**src/sgd_map.vh**
```
// register map constants for the scatter-gather dma channel control block
// Function
// - each channel register sits at channel base plus register offset.
// - bit 1 sets on any interrupt event, write one clears; bit 0 enables.
// - bit 2 flags completion of a descriptor with interrupt-on-completion.
// - unsuccessful descriptor fetch sets bit 4 and raises interrupt.
// - software abort of an operation sets bit 5.
// - with enable bit 8, run while next and limit pointers differ.
// - read-only bit 10 is high while the engine transfers.
// - read-only bit 11 is high while waiting for more descriptors.
// - bit 14 requests user logic prepare for reset; cleared on acknowledge.
// - bit 15 resets the engine and drives reset to user logic.
// - next pointer bits 31..5 give the next descriptor to fetch.
// - low five bits of both pointer registers read as zero.
// - bits 31..2 report bytes moved in previous second, four-byte units.
// - two-bit sample count increments at each one-second sample.
// - common bit 0 globally enables interrupts of all engines.
// - common bit 1 shows gated interrupt, bit 2 ungated pending.
// - common bit 3 shows interrupt mode, 0 msi, 1 legacy.
// - common bit 4 enables user interrupts; bit 5 active, write one clears.
// - common bits 23..16 show host-to-card engine interrupt status.
// - common bits 31..24 show card-to-host engine interrupt status.
// - host-to-card bases 0x100 apart from zero, card-to-host from 0x2000.
// - reserved bits and holes read zero; registers reset to defaults.
`ifndef SGD_MAP_VH
`define SGD_MAP_VH
`define SGD_OFS_CTRL 12'h004
`define SGD_OFS_NEXT 12'h008
`define SGD_OFS_LIMIT 12'h00c
`define SGD_OFS_BYTES 12'h01c
`define SGD_ADR_COMMON 16'h4000
`define SGD_BASE_H2C 16'h0000
`define SGD_BASE_C2H 16'h2000
`define SGD_CH_STRIDE_SHIFT 8
`define SGD_B_IEN 0
`define SGD_B_IACT 1
`define SGD_B_DONE 2
`define SGD_B_ALIGN 3
`define SGD_B_FETCH 4
`define SGD_B_ABORT 5
`define SGD_B_EN 8
`define SGD_B_RUN 10
`define SGD_B_WAIT 11
`define SGD_B_RSTREQ 14
`define SGD_B_RST 15
`define SGD_B_GIE 0
`define SGD_B_GACT 1
`define SGD_B_GPEND 2
`define SGD_B_MODE 3
`define SGD_B_UIEN 4
`define SGD_B_UACT 5
`define SGD_B_H2C_LO 16
`define SGD_B_C2H_LO 24
`define SGD_PTR_LO 5
`define SGD_RESET_VAL 32'h00000000
`define SGD_SAMPLE_NS 1000000000
`define SGD_CLK_NS 20
`define SGD_SAMPLE_CYC (`SGD_SAMPLE_NS / `SGD_CLK_NS)
`endif

```
**src/sgd_dma_ctrl.v**
```verilog
// channel control and status for a multi-channel scatter-gather dma
`timescale 1ns/1ps
`include "sgd_map.vh"
module sgd_dma_ctrl #(
  parameter NCH = 4,
  parameter SAMPLE_CYC = `SGD_SAMPLE_CYC,
  parameter LEGACY_IRQ = 1'b0
) (
  // clock and reset
  input wire clk,
  input wire rst,
  // bar0 register port
  input wire reg_wr,
  input wire reg_rd,
  input wire [15:0] reg_addr,
  input wire [31:0] reg_wdata,
  output reg [31:0] reg_rdata,
  output reg reg_rvalid,
  // engine events, one bit per engine, host-to-card low half
  input wire [2*NCH-1:0] desc_done,
  input wire [2*NCH-1:0] desc_ioc,
  input wire [2*NCH-1:0] desc_misaligned,
  input wire [2*NCH-1:0] fetch_bad,
  input wire [2*NCH-1:0] sw_abort,
  input wire [2*NCH-1:0] idle_done,
  // descriptor fetch requests through the fifo
  output wire desc_req_valid,
  input wire desc_req_ready,
  output wire [31:0] desc_req_addr,
  output wire [2:0] desc_req_chan,
  // data beats in four-byte units
  input wire [2*NCH-1:0] data_beat,
  // user logic reset handshake
  input wire [2*NCH-1:0] user_rst_ack,
  output reg [2*NCH-1:0] user_rst_req,
  output reg [2*NCH-1:0] user_rst,
  // user interrupt input, interrupt output
  input wire user_irq,
  output reg irq,
  output reg [2*NCH-1:0] engine_run
);
  localparam NE = 2 * NCH;
  localparam ST_IDLE = 2'd0;
  localparam ST_FETCH = 2'd1;
  localparam ST_RUN = 2'd2;
  localparam ST_WAIT = 2'd3;

  // ==========================================================
  // register storage
  reg [NE-1:0] ien;
  reg [NE-1:0] iact;
  reg [NE-1:0] f_done;
  reg [NE-1:0] f_align;
  reg [NE-1:0] f_fetch;
  reg [NE-1:0] f_abort;
  reg [NE-1:0] en;
  reg [NE-1:0] rst_req;
  reg [NE-1:0] eng_rst;
  reg [26:0] nxt [0:NE-1];
  reg [26:0] lim [0:NE-1];
  reg [1:0] st [0:NE-1];
  reg gie;
  reg uien;
  reg uact;
  reg [NE-1:0] ack_m;
  reg [NE-1:0] ack_s;
  reg uirq_m;
  reg uirq_s;
  wire [31:0] bytes [0:NE-1];
  wire [NE-1:0] grant;
  wire [NE-1:0] want;
  wire fifo_ready;
  reg [2:0] pick;
  reg [NE-1:0] sel;
  integer k;
  integer ka;
  integer kc;
  integer kr;

  // ==========================================================
  // address decode helpers
  function sgd_hit;
    input [15:0] a;
    input integer e;
    input [11:0] ofs;
    reg [15:0] base;
    integer c;
    begin
      base = (e < NCH) ? `SGD_BASE_H2C : `SGD_BASE_C2H;
      c = (e % NCH) << `SGD_CH_STRIDE_SHIFT;
      base = base + c[15:0];
      sgd_hit = (a == base + {4'h0, ofs});
    end
  endfunction

  function [31:0] sgd_ctrl_word;
    input integer e;
    reg [31:0] w;
    begin
      w = 32'h00000000;
      w[`SGD_B_IEN] = ien[e];
      w[`SGD_B_IACT] = iact[e];
      w[`SGD_B_DONE] = f_done[e];
      w[`SGD_B_ALIGN] = f_align[e];
      w[`SGD_B_FETCH] = f_fetch[e];
      w[`SGD_B_ABORT] = f_abort[e];
      w[`SGD_B_EN] = en[e];
      w[`SGD_B_RUN] = (st[e] == ST_RUN) || (st[e] == ST_FETCH);
      w[`SGD_B_WAIT] = (st[e] == ST_WAIT);
      w[`SGD_B_RSTREQ] = rst_req[e];
      w[`SGD_B_RST] = eng_rst[e];
      sgd_ctrl_word = w;
    end
  endfunction

  // ==========================================================
  // input synchronisers for user logic pins
  always @(posedge clk or posedge rst) begin
    if (rst) begin
      ack_m <= {NE{1'b0}};
      ack_s <= {NE{1'b0}};
      uirq_m <= 1'b0;
      uirq_s <= 1'b0;
    end else begin
      ack_m <= user_rst_ack;
      ack_s <= ack_m;
      uirq_m <= user_irq;
      uirq_s <= uirq_m;
    end
  end

  // ==========================================================
  // per-engine byte rate counters
  genvar g;
  generate
    for (g = 0; g < NE; g = g + 1) begin : rate
      sgd_rate #(
        .SAMPLE_CYC(SAMPLE_CYC)
      ) u_rate (
        .clk(clk),
        .rst(rst || eng_rst[g]),
        .beat(data_beat[g]),
        .sample(bytes[g])
      );
    end
  endgenerate

  // ==========================================================
  // fetch arbitration: lowest engine wanting a descriptor
  generate
    for (g = 0; g < NE; g = g + 1) begin : req
      assign want[g] = (st[g] == ST_FETCH);
      assign grant[g] = sel[g] && fifo_ready;
    end
  endgenerate

  always @* begin
    pick = 3'd0;
    sel = {NE{1'b0}};
    for (ka = NE - 1; ka >= 0; ka = ka - 1) begin
      if (want[ka]) begin
        pick = ka[2:0];
        sel = {NE{1'b0}};
        sel[ka] = 1'b1;
      end
    end
  end

  sgd_fifo #(
    .WIDTH(35),
    .DEPTH(16),
    .AW(4)
  ) u_fifo (
    .clk(clk),
    .rst(rst),
    .in_valid(|want),
    .in_ready(fifo_ready),
    .in_data({pick, nxt[pick], 5'h00}),
    .out_valid(desc_req_valid),
    .out_ready(desc_req_ready),
    .out_data({desc_req_chan, desc_req_addr})
  );

  // ==========================================================
  // engine control, flags and pointers
  always @(posedge clk or posedge rst) begin
    if (rst) begin
      ien <= {NE{1'b0}};
      iact <= {NE{1'b0}};
      f_done <= {NE{1'b0}};
      f_align <= {NE{1'b0}};
      f_fetch <= {NE{1'b0}};
      f_abort <= {NE{1'b0}};
      en <= {NE{1'b0}};
      rst_req <= {NE{1'b0}};
      eng_rst <= {NE{1'b0}};
      for (k = 0; k < NE; k = k + 1) begin
        nxt[k] <= 27'h0000000;
        lim[k] <= 27'h0000000;
        st[k] <= ST_IDLE;
      end
    end else begin
      for (k = 0; k < NE; k = k + 1) begin
        if (reg_wr && sgd_hit(reg_addr, k, `SGD_OFS_CTRL)) begin
          ien[k] <= reg_wdata[`SGD_B_IEN];
          en[k] <= reg_wdata[`SGD_B_EN];
          rst_req[k] <= reg_wdata[`SGD_B_RSTREQ];
          eng_rst[k] <= reg_wdata[`SGD_B_RST];
        end
        if (reg_wr && sgd_hit(reg_addr, k, `SGD_OFS_NEXT)) begin
          nxt[k] <= reg_wdata[31:`SGD_PTR_LO];
        end
        if (reg_wr && sgd_hit(reg_addr, k, `SGD_OFS_LIMIT)) begin
          lim[k] <= reg_wdata[31:`SGD_PTR_LO];
        end
        // write-one-clear, then events set and win
        if (reg_wr && sgd_hit(reg_addr, k, `SGD_OFS_CTRL)) begin
          iact[k] <= (iact[k] & ~reg_wdata[`SGD_B_IACT]) |
            (ien[k] & (desc_done[k] & desc_ioc[k] | desc_misaligned[k] |
            fetch_bad[k] | sw_abort[k]));
          f_done[k] <= (f_done[k] & ~reg_wdata[`SGD_B_DONE]) |
            (desc_done[k] & desc_ioc[k]);
          f_align[k] <= (f_align[k] & ~reg_wdata[`SGD_B_ALIGN]) |
            desc_misaligned[k];
          f_fetch[k] <= (f_fetch[k] & ~reg_wdata[`SGD_B_FETCH]) |
            fetch_bad[k];
          f_abort[k] <= (f_abort[k] & ~reg_wdata[`SGD_B_ABORT]) |
            sw_abort[k];
        end else begin
          iact[k] <= iact[k] | (ien[k] & (desc_done[k] & desc_ioc[k] |
            desc_misaligned[k] | fetch_bad[k] | sw_abort[k]));
          f_done[k] <= f_done[k] | (desc_done[k] & desc_ioc[k]);
          f_align[k] <= f_align[k] | desc_misaligned[k];
          f_fetch[k] <= f_fetch[k] | fetch_bad[k];
          f_abort[k] <= f_abort[k] | sw_abort[k];
        end
        if (rst_req[k] && ack_s[k]) begin
          rst_req[k] <= 1'b0;
        end
        // engine sequencer
        if (eng_rst[k]) begin
          st[k] <= ST_IDLE;
        end else begin
          case (st[k])
            ST_IDLE: begin
              if (en[k]) begin
                st[k] <= (nxt[k] != lim[k]) ? ST_FETCH : ST_WAIT;
              end
            end
            ST_FETCH: begin
              if (grant[k]) begin
                st[k] <= ST_RUN;
              end
            end
            ST_RUN: begin
              if (desc_misaligned[k] || fetch_bad[k] || sw_abort[k]) begin
                st[k] <= ST_IDLE;
              end else if (desc_done[k]) begin
                nxt[k] <= nxt[k] + 27'h0000001;
                st[k] <= ST_IDLE;
              end
            end
            ST_WAIT: begin
              if (!en[k] || nxt[k] != lim[k]) begin
                st[k] <= ST_IDLE;
              end
            end
            default: begin
              st[k] <= ST_IDLE;
            end
          endcase
        end
      end
    end
  end

  // ==========================================================
  // common register, interrupt and outputs
  always @(posedge clk or posedge rst) begin
    if (rst) begin
      gie <= 1'b0;
      uien <= 1'b0;
      uact <= 1'b0;
      irq <= 1'b0;
      user_rst_req <= {NE{1'b0}};
      user_rst <= {NE{1'b0}};
      engine_run <= {NE{1'b0}};
    end else begin
      if (reg_wr && reg_addr == `SGD_ADR_COMMON) begin
        gie <= reg_wdata[`SGD_B_GIE];
        uien <= reg_wdata[`SGD_B_UIEN];
        uact <= (uact & ~reg_wdata[`SGD_B_UACT]) | (uien & uirq_s);
      end else begin
        uact <= uact | (uien & uirq_s);
      end
      irq <= gie & ((|iact) | uact);
      user_rst_req <= rst_req;
      user_rst <= eng_rst;
      for (kc = 0; kc < NE; kc = kc + 1) begin
        engine_run[kc] <= (st[kc] == ST_RUN);
      end
    end
  end

  // ==========================================================
  // register read
  always @(posedge clk or posedge rst) begin
    if (rst) begin
      reg_rdata <= `SGD_RESET_VAL;
      reg_rvalid <= 1'b0;
    end else begin
      reg_rvalid <= reg_rd;
      reg_rdata <= 32'h00000000;
      if (reg_rd) begin
        if (reg_addr == `SGD_ADR_COMMON) begin
          reg_rdata[`SGD_B_GIE] <= gie;
          reg_rdata[`SGD_B_GACT] <= gie & ((|iact) | uact);
          reg_rdata[`SGD_B_GPEND] <= (|iact) | uact;
          reg_rdata[`SGD_B_MODE] <= LEGACY_IRQ;
          reg_rdata[`SGD_B_UIEN] <= uien;
          reg_rdata[`SGD_B_UACT] <= uact;
          reg_rdata[`SGD_B_H2C_LO +: NCH] <= iact[NCH-1:0];
          reg_rdata[`SGD_B_C2H_LO +: NCH] <= iact[NE-1:NCH];
        end
        for (kr = 0; kr < NE; kr = kr + 1) begin
          if (sgd_hit(reg_addr, kr, `SGD_OFS_CTRL)) begin
            reg_rdata <= sgd_ctrl_word(kr);
          end
          if (sgd_hit(reg_addr, kr, `SGD_OFS_NEXT)) begin
            reg_rdata <= {nxt[kr], 5'h00};
          end
          if (sgd_hit(reg_addr, kr, `SGD_OFS_LIMIT)) begin
            reg_rdata <= {lim[kr], 5'h00};
          end
          if (sgd_hit(reg_addr, kr, `SGD_OFS_BYTES)) begin
            reg_rdata <= bytes[kr];
          end
        end
      end
    end
  end
endmodule

```
**src/sgd_fifo.v**
```verilog
// parameterised flip-flop fifo with valid and ready on both sides
`timescale 1ns/1ps
module sgd_fifo #(
  parameter WIDTH = 32,
  parameter DEPTH = 16,
  parameter AW = 4
) (
  // clock and reset
  input wire clk,
  input wire rst,
  // fill side
  input wire in_valid,
  output wire in_ready,
  input wire [WIDTH-1:0] in_data,
  // drain side
  output wire out_valid,
  input wire out_ready,
  output wire [WIDTH-1:0] out_data
);
  reg [WIDTH-1:0] mem [0:DEPTH-1];
  reg [AW-1:0] wr_ptr;
  reg [AW-1:0] rd_ptr;
  reg [AW:0] count;
  wire push;
  wire pop;
  assign in_ready = (count != DEPTH[AW:0]);
  assign out_valid = (count != {(AW+1){1'b0}});
  assign out_data = mem[rd_ptr];
  assign push = in_valid && in_ready;
  assign pop = out_valid && out_ready;
  always @(posedge clk) begin
    if (push) begin
      mem[wr_ptr] <= in_data;
    end
  end
  always @(posedge clk or posedge rst) begin
    if (rst) begin
      wr_ptr <= {AW{1'b0}};
      rd_ptr <= {AW{1'b0}};
      count <= {(AW+1){1'b0}};
    end else begin
      if (push) begin
        wr_ptr <= (wr_ptr == DEPTH[AW-1:0] - 1'b1) ? {AW{1'b0}} :
          wr_ptr + 1'b1;
      end
      if (pop) begin
        rd_ptr <= (rd_ptr == DEPTH[AW-1:0] - 1'b1) ? {AW{1'b0}} :
          rd_ptr + 1'b1;
      end
      if (push && !pop) begin
        count <= count + 1'b1;
      end else if (pop && !push) begin
        count <= count - 1'b1;
      end
    end
  end
endmodule

```
**src/sgd_rate.v**
```verilog
// one-second completed byte counter with two-bit sample count
`timescale 1ns/1ps
`include "sgd_map.vh"
module sgd_rate #(
  parameter SAMPLE_CYC = `SGD_SAMPLE_CYC
) (
  // clock and reset
  input wire clk,
  input wire rst,
  // byte beats, counted in four-byte units
  input wire beat,
  // sampled value
  output reg [31:0] sample
);
  reg [31:0] tick;
  reg [29:0] acc;
  wire last;
  assign last = (tick == SAMPLE_CYC - 1);
  always @(posedge clk or posedge rst) begin
    if (rst) begin
      tick <= 32'h00000000;
      acc <= 30'h00000000;
      sample <= `SGD_RESET_VAL;
    end else begin
      tick <= last ? 32'h00000000 : tick + 32'h00000001;
      if (last) begin
        acc <= {29'h00000000, beat};
        sample[31:2] <= acc + {29'h00000000, beat};
        sample[1:0] <= sample[1:0] + 2'h1;
      end else begin
        acc <= acc + {29'h00000000, beat};
      end
    end
  end
endmodule

```
**config.mk**
```make
export PLATFORM = sky130hd
export DESIGN_NAME = sgd_dma_ctrl
export DESIGN_NICKNAME = d
export VERILOG_FILES = /design/src/sgd_dma_ctrl.v /design/src/sgd_fifo.v /design/src/sgd_rate.v
export VERILOG_INCLUDE_DIRS = /design/src
export SDC_FILE = /design/constraint.sdc
export NUM_CORES = 2
export LEC_CHECK = 0
export ABC_AREA = 0
export BUFFER_PORTS_ARGS = -buffer_cell sky130_fd_sc_hd__clkbuf_2
export CORE_UTILIZATION = 50
export CTS_CLUSTER_SIZE = 30
export DETAILED_ROUTE_END_ITERATION = 12
export PLACE_DENSITY = 0.78
export SETUP_SLACK_MARGIN = 0.3
export SLEW_MARGIN = 5
export SYNTH_ARGS = -nofsm -noshare
export SYNTH_HDL_FRONTEND = slang
export SYNTH_SLANG_ARGS = --single-unit
```
**constraint.sdc**
```tcl
create_clock -name clk -period 24.6 [get_ports clk]
set_input_delay 4.92 -clock clk [delete_from_list [all_inputs] [get_ports clk]]
set_output_delay 4.92 -clock clk [all_outputs]
set_load 0.005 [all_outputs]
```
==> flow_summary.toml <==
[setup_path]
endpoint_kind = "output port"
crit_path_max_fanout = 61
worst_path_largest_cell_delay_ps = 920
slowest_stage = "buf_4"
worst-path-buf-inv = 3
path_cells = "buf_4 > buf_4 > mux2_2 > o21ai_0 > a21oi_1 > o21ai_0 > nand2_1 > clkbuf_2"
start_kind = "flop"
crit_family = "buffers and inverters"
crit_type = "flop to output port"
worstPathArrival_ps = 4520
cp.required_ps = 19680

[yosys]
syn_avg_cell_area_um2 = 10.49
synth_area_um2 = 88450
synth-seq-cells = 1844
yosys_warnings = 0
syn-instance-count = 8436
synth_edf_count = 480
ys_seq_area_share_pct = 54.88
synth_area_leaders = "dfrtp_1 (39%), edfxtp_1 (16%), nand2_1 (4.4%), nor2_1 (3.8%), xor2_1 (3.8%)"
synth.distinct_cells = 90
synthArstFlopShare_pct = 73.97
netlist.top_cell.by_area = "dfrtp_1"
yosysTopAreaCellShare_pct = 38.59
ys.flop_type = "dfrtp_1"

[drt]
via_per_inst = 6.485
firstDrtPassIters = 10
dr_wl_met2_mm = 131.4
topRoutingLayerUsed = "met5"
detail_route.wl_per_cell_um = 27.56
drt_wl_total_mm = 302.0
dr_wl_met3_mm = 33.41
drt-initial-drc-count = 9998
vias = 71051
wirelength_met1_mm = 110.9
post-route-drc-count = 0
postRouteAntennaNets = 0

[global_routing]
grt-ovfl-total = 0
antenna_found_initial = 27
grt_pass1_vias = 67745
grt_usage_pct = 33.31
grt_max_degree = 119
grt_pass1_wl_mm = 440.5

[cts]
cts_tree = "built"
cts.hold.buffers_added = 0
cts_resized = 0
clkTransAtPathRegs_ps = 60
cts_sinks = 1844
htree_num_levels = 4
cts_setup_buffers = 0
cts-root-buf = "clkbuf_16"
clk_path_buf_depth = 3
worstSkewPairLatency_ps = 880
cts_buffers = 188

[timing]
tightest_slew_ps = 1478
fin_crit_ps = 9441
fmax_mhz = 105.9
slew_headroom_pct = -0.07929
hold_violations = 0
clock_skew_ps = 56.62
fin_setup_tns_ps = 0
setup_viol = 0
timing.final.crit_share_pct = 38.38
rsz0062_at_grt = "no"
slew_violations = 1

[placement]
io_buffers = 198
place_area_um2 = 91700
hpwl_mm = 206.9
gp_congestion = 1.077

[floorplanning]
ios = 212
die_w_um = 422.6
die-area_um2 = 178600
initial_core_util_pct = 50.28
core-area_um2 = 175900
fp-row-count = 154
die_h_um = 422.6

[pwr]
max-vdd-ir-drop_mv = 0.09742
leakage_nw = 41.39
power_density_nw_per_um2 = 98.45

[final_layout]
finalNetCount = 8636
drive_above_1_share_pct = 12.77
final_cell_area_um2 = 98330
area_growth_pct = 11.17

[status]
violations = "capacitance limit, slew limit"
status = "finished, violations left"

[min_path]
hp-class = "flop to flop"

[run]
maxCapViolCount = 2
==> path summary, 6_finish.rpt <==
kind                                   from                endpoint  slack, ps  cells past startpoint
setup / recovery           u_fifo.rd_ptr[0]       desc_req_addr[14]      15160                      8
hold / removal                       uirq_m                  uirq_s        350                      0
setup reg to reg                      st[1]        u_fifo.mem[0][1]      19360                     14
hold reg to reg                      uirq_m                  uirq_s        350                      0
max in group asynchronous               rst           reg_rdata[10]      16810                      5
min in group asynchronous        eng_rst[1]  rate[1].u_rate.acc[29]        640                      1
==> state kept, by name (all words and copies together) (netlist names), 5 cells and up <==
| register | cells |
|---|---|
| u_fifo.mem | 480 |
| rate.u_rate.sample | 256 |
| rate.u_rate.tick | 256 |
| rate.u_rate.acc | 240 |
| lim | 216 |
| nxt | 216 |
| reg_rdata | 32 |
| st | 16 |
| ack_m | 8 |
| ack_s | 8 |
| en | 8 |
| eng_rst | 8 |
| engine_run | 8 |
| f_abort | 8 |
| f_align | 8 |
| f_done | 8 |
| f_fetch | 8 |
| iact | 8 |
| ien | 8 |
| rst_req | 8 |
| user_rst | 8 |
| user_rst_req | 8 |
| u_fifo.count | 5 |
==> layout make-up <==
class | count | area, µm²
clock buffer | 248 | 5191
tap | 2340 | 2928
sequential | 1844 | 48550
fill | 14532 | 77590
clock inverter | 95 | 1360
multi-input combinational | 5984 | 37900
antenna | 20 | 50.05
timing repair buffer | 327 | 1976
inverter | 99 | 380.4
==> cells in the final DEF (no fill, tap or decap), drive strengths merged, types with 20 or more instances in the layout <==
cell type and n:
a211oi 69, mux4 60, o221ai 45, nor2b 22, o21a 31, or3 24
a31oi 24, a311oi 22, and3 119, nor3 104, a221o 39, nand2 1049
and2 49, o221a 29, a21o 29, inv 105, a221oi 147, clkbuf 446
nand3 413, o21ai 565, o211ai 50, edfxtp 480, xor2 388, diode 20
xnor2 311, clkinv 55, buf 129, bufinv 23, nor2 912, a22oi 73
ha 73, mux2 268, o22ai 70, a21oi 369, and4 28, dfrtp 1364
mux2i 120, nand4 179, nor4 73
==> cells by family (layout without fill, tap and decap cells) <==
family                   Yosys count  count (layout)  synth area share, %
buffers and inverters            612             769                2.700
adder cells (fa/ha/maj)           74              74                1.055
AO/OA/AOI/OAI                   1705            1705                12.45
flip-flops                      1844            1844                54.88
other                              1              25             0.004240
AND/OR/NAND/NOR                 3053            3053                15.68
XOR/XNOR                         699             699                6.921
multiplexers                     448             448                6.298
==> layer usage <==
| layer | track usage [%] | vias to the layer above |
|---|---|---|
| li1 | - | 30402 |
| met1 | 42.62 | 35103 |
| met2 | 49.10 | 4364 |
| met3 | 8.193 | 1166 |
| met4 | 24.68 | 16 |
| met5 | 0 | - |
==> cells in the mapped netlist, types with 29 or more instances <==
master    number
ha_1          73
o211ai_1      50
nor3_1        99
mux2_2       266
and3_1       119
nand2_1     1048
mux4_2        60
a22oi_1       73
o221a_2       29
dfrtp_1     1364
a221o_1       39
a221oi_1     147
nand3_1      411
xor2_1       388
nand4_1      179
o21a_1        31
a211oi_1      69
a21o_1        29
o221ai_1      45
nor4_1        68
mux2i_1      120
inv_1         97
o21ai_0      558
and2_1        49
o22ai_1       70
edfxtp_1     480
xnor2_1      311
nor2_1       907
clkbuf_1     445
a21oi_1      365
==> through the flow <==
step | hold slack, ps | power (mW) | setup slack [ps] | utilization [%] | std cells
2_1_floorplan | 331.2 | 5.593 | 2412 | - | 8440
3_3_place_gp | 335.8 | 6.508 | 15120 | 52.12 | 10593
3_5_place_dp | 337.3 | 6.606 | 15240 | 52.12 | 10593
4_1_cts | 350.3 | 9.630 | 15060 | 55.85 | 10936
5_1_grt | 354.5 | 10.01 | 14890 | 55.89 | 10949
6_report | 347.5 | 9.682 | 15160 | 55.90 | 10957
==> worst register-to-register path, stage by stage, from the launching register on <==
cell and delay [ps]:
dfrtp_1 430, inv_1 120, ha_1 500, nand2b_1 130, a21oi_1 340, nor2_1 90, nor2_1 200, o21bai_4 80
buf_12 210, clkinv_2 560, buf_4 800, nand2_1 150, nand3_1 110, nand2_1 60, o21ai_1 1080
==> power by group <==
group          total, mW  leakage (nW)  internal (mW)  switching, mW
clock               3.03          3.17           1.74           1.28
combinational       2.34          16.7          0.751           1.59
sequential          4.31          21.5           3.83          0.484
(Power assumes the default switching activity.)
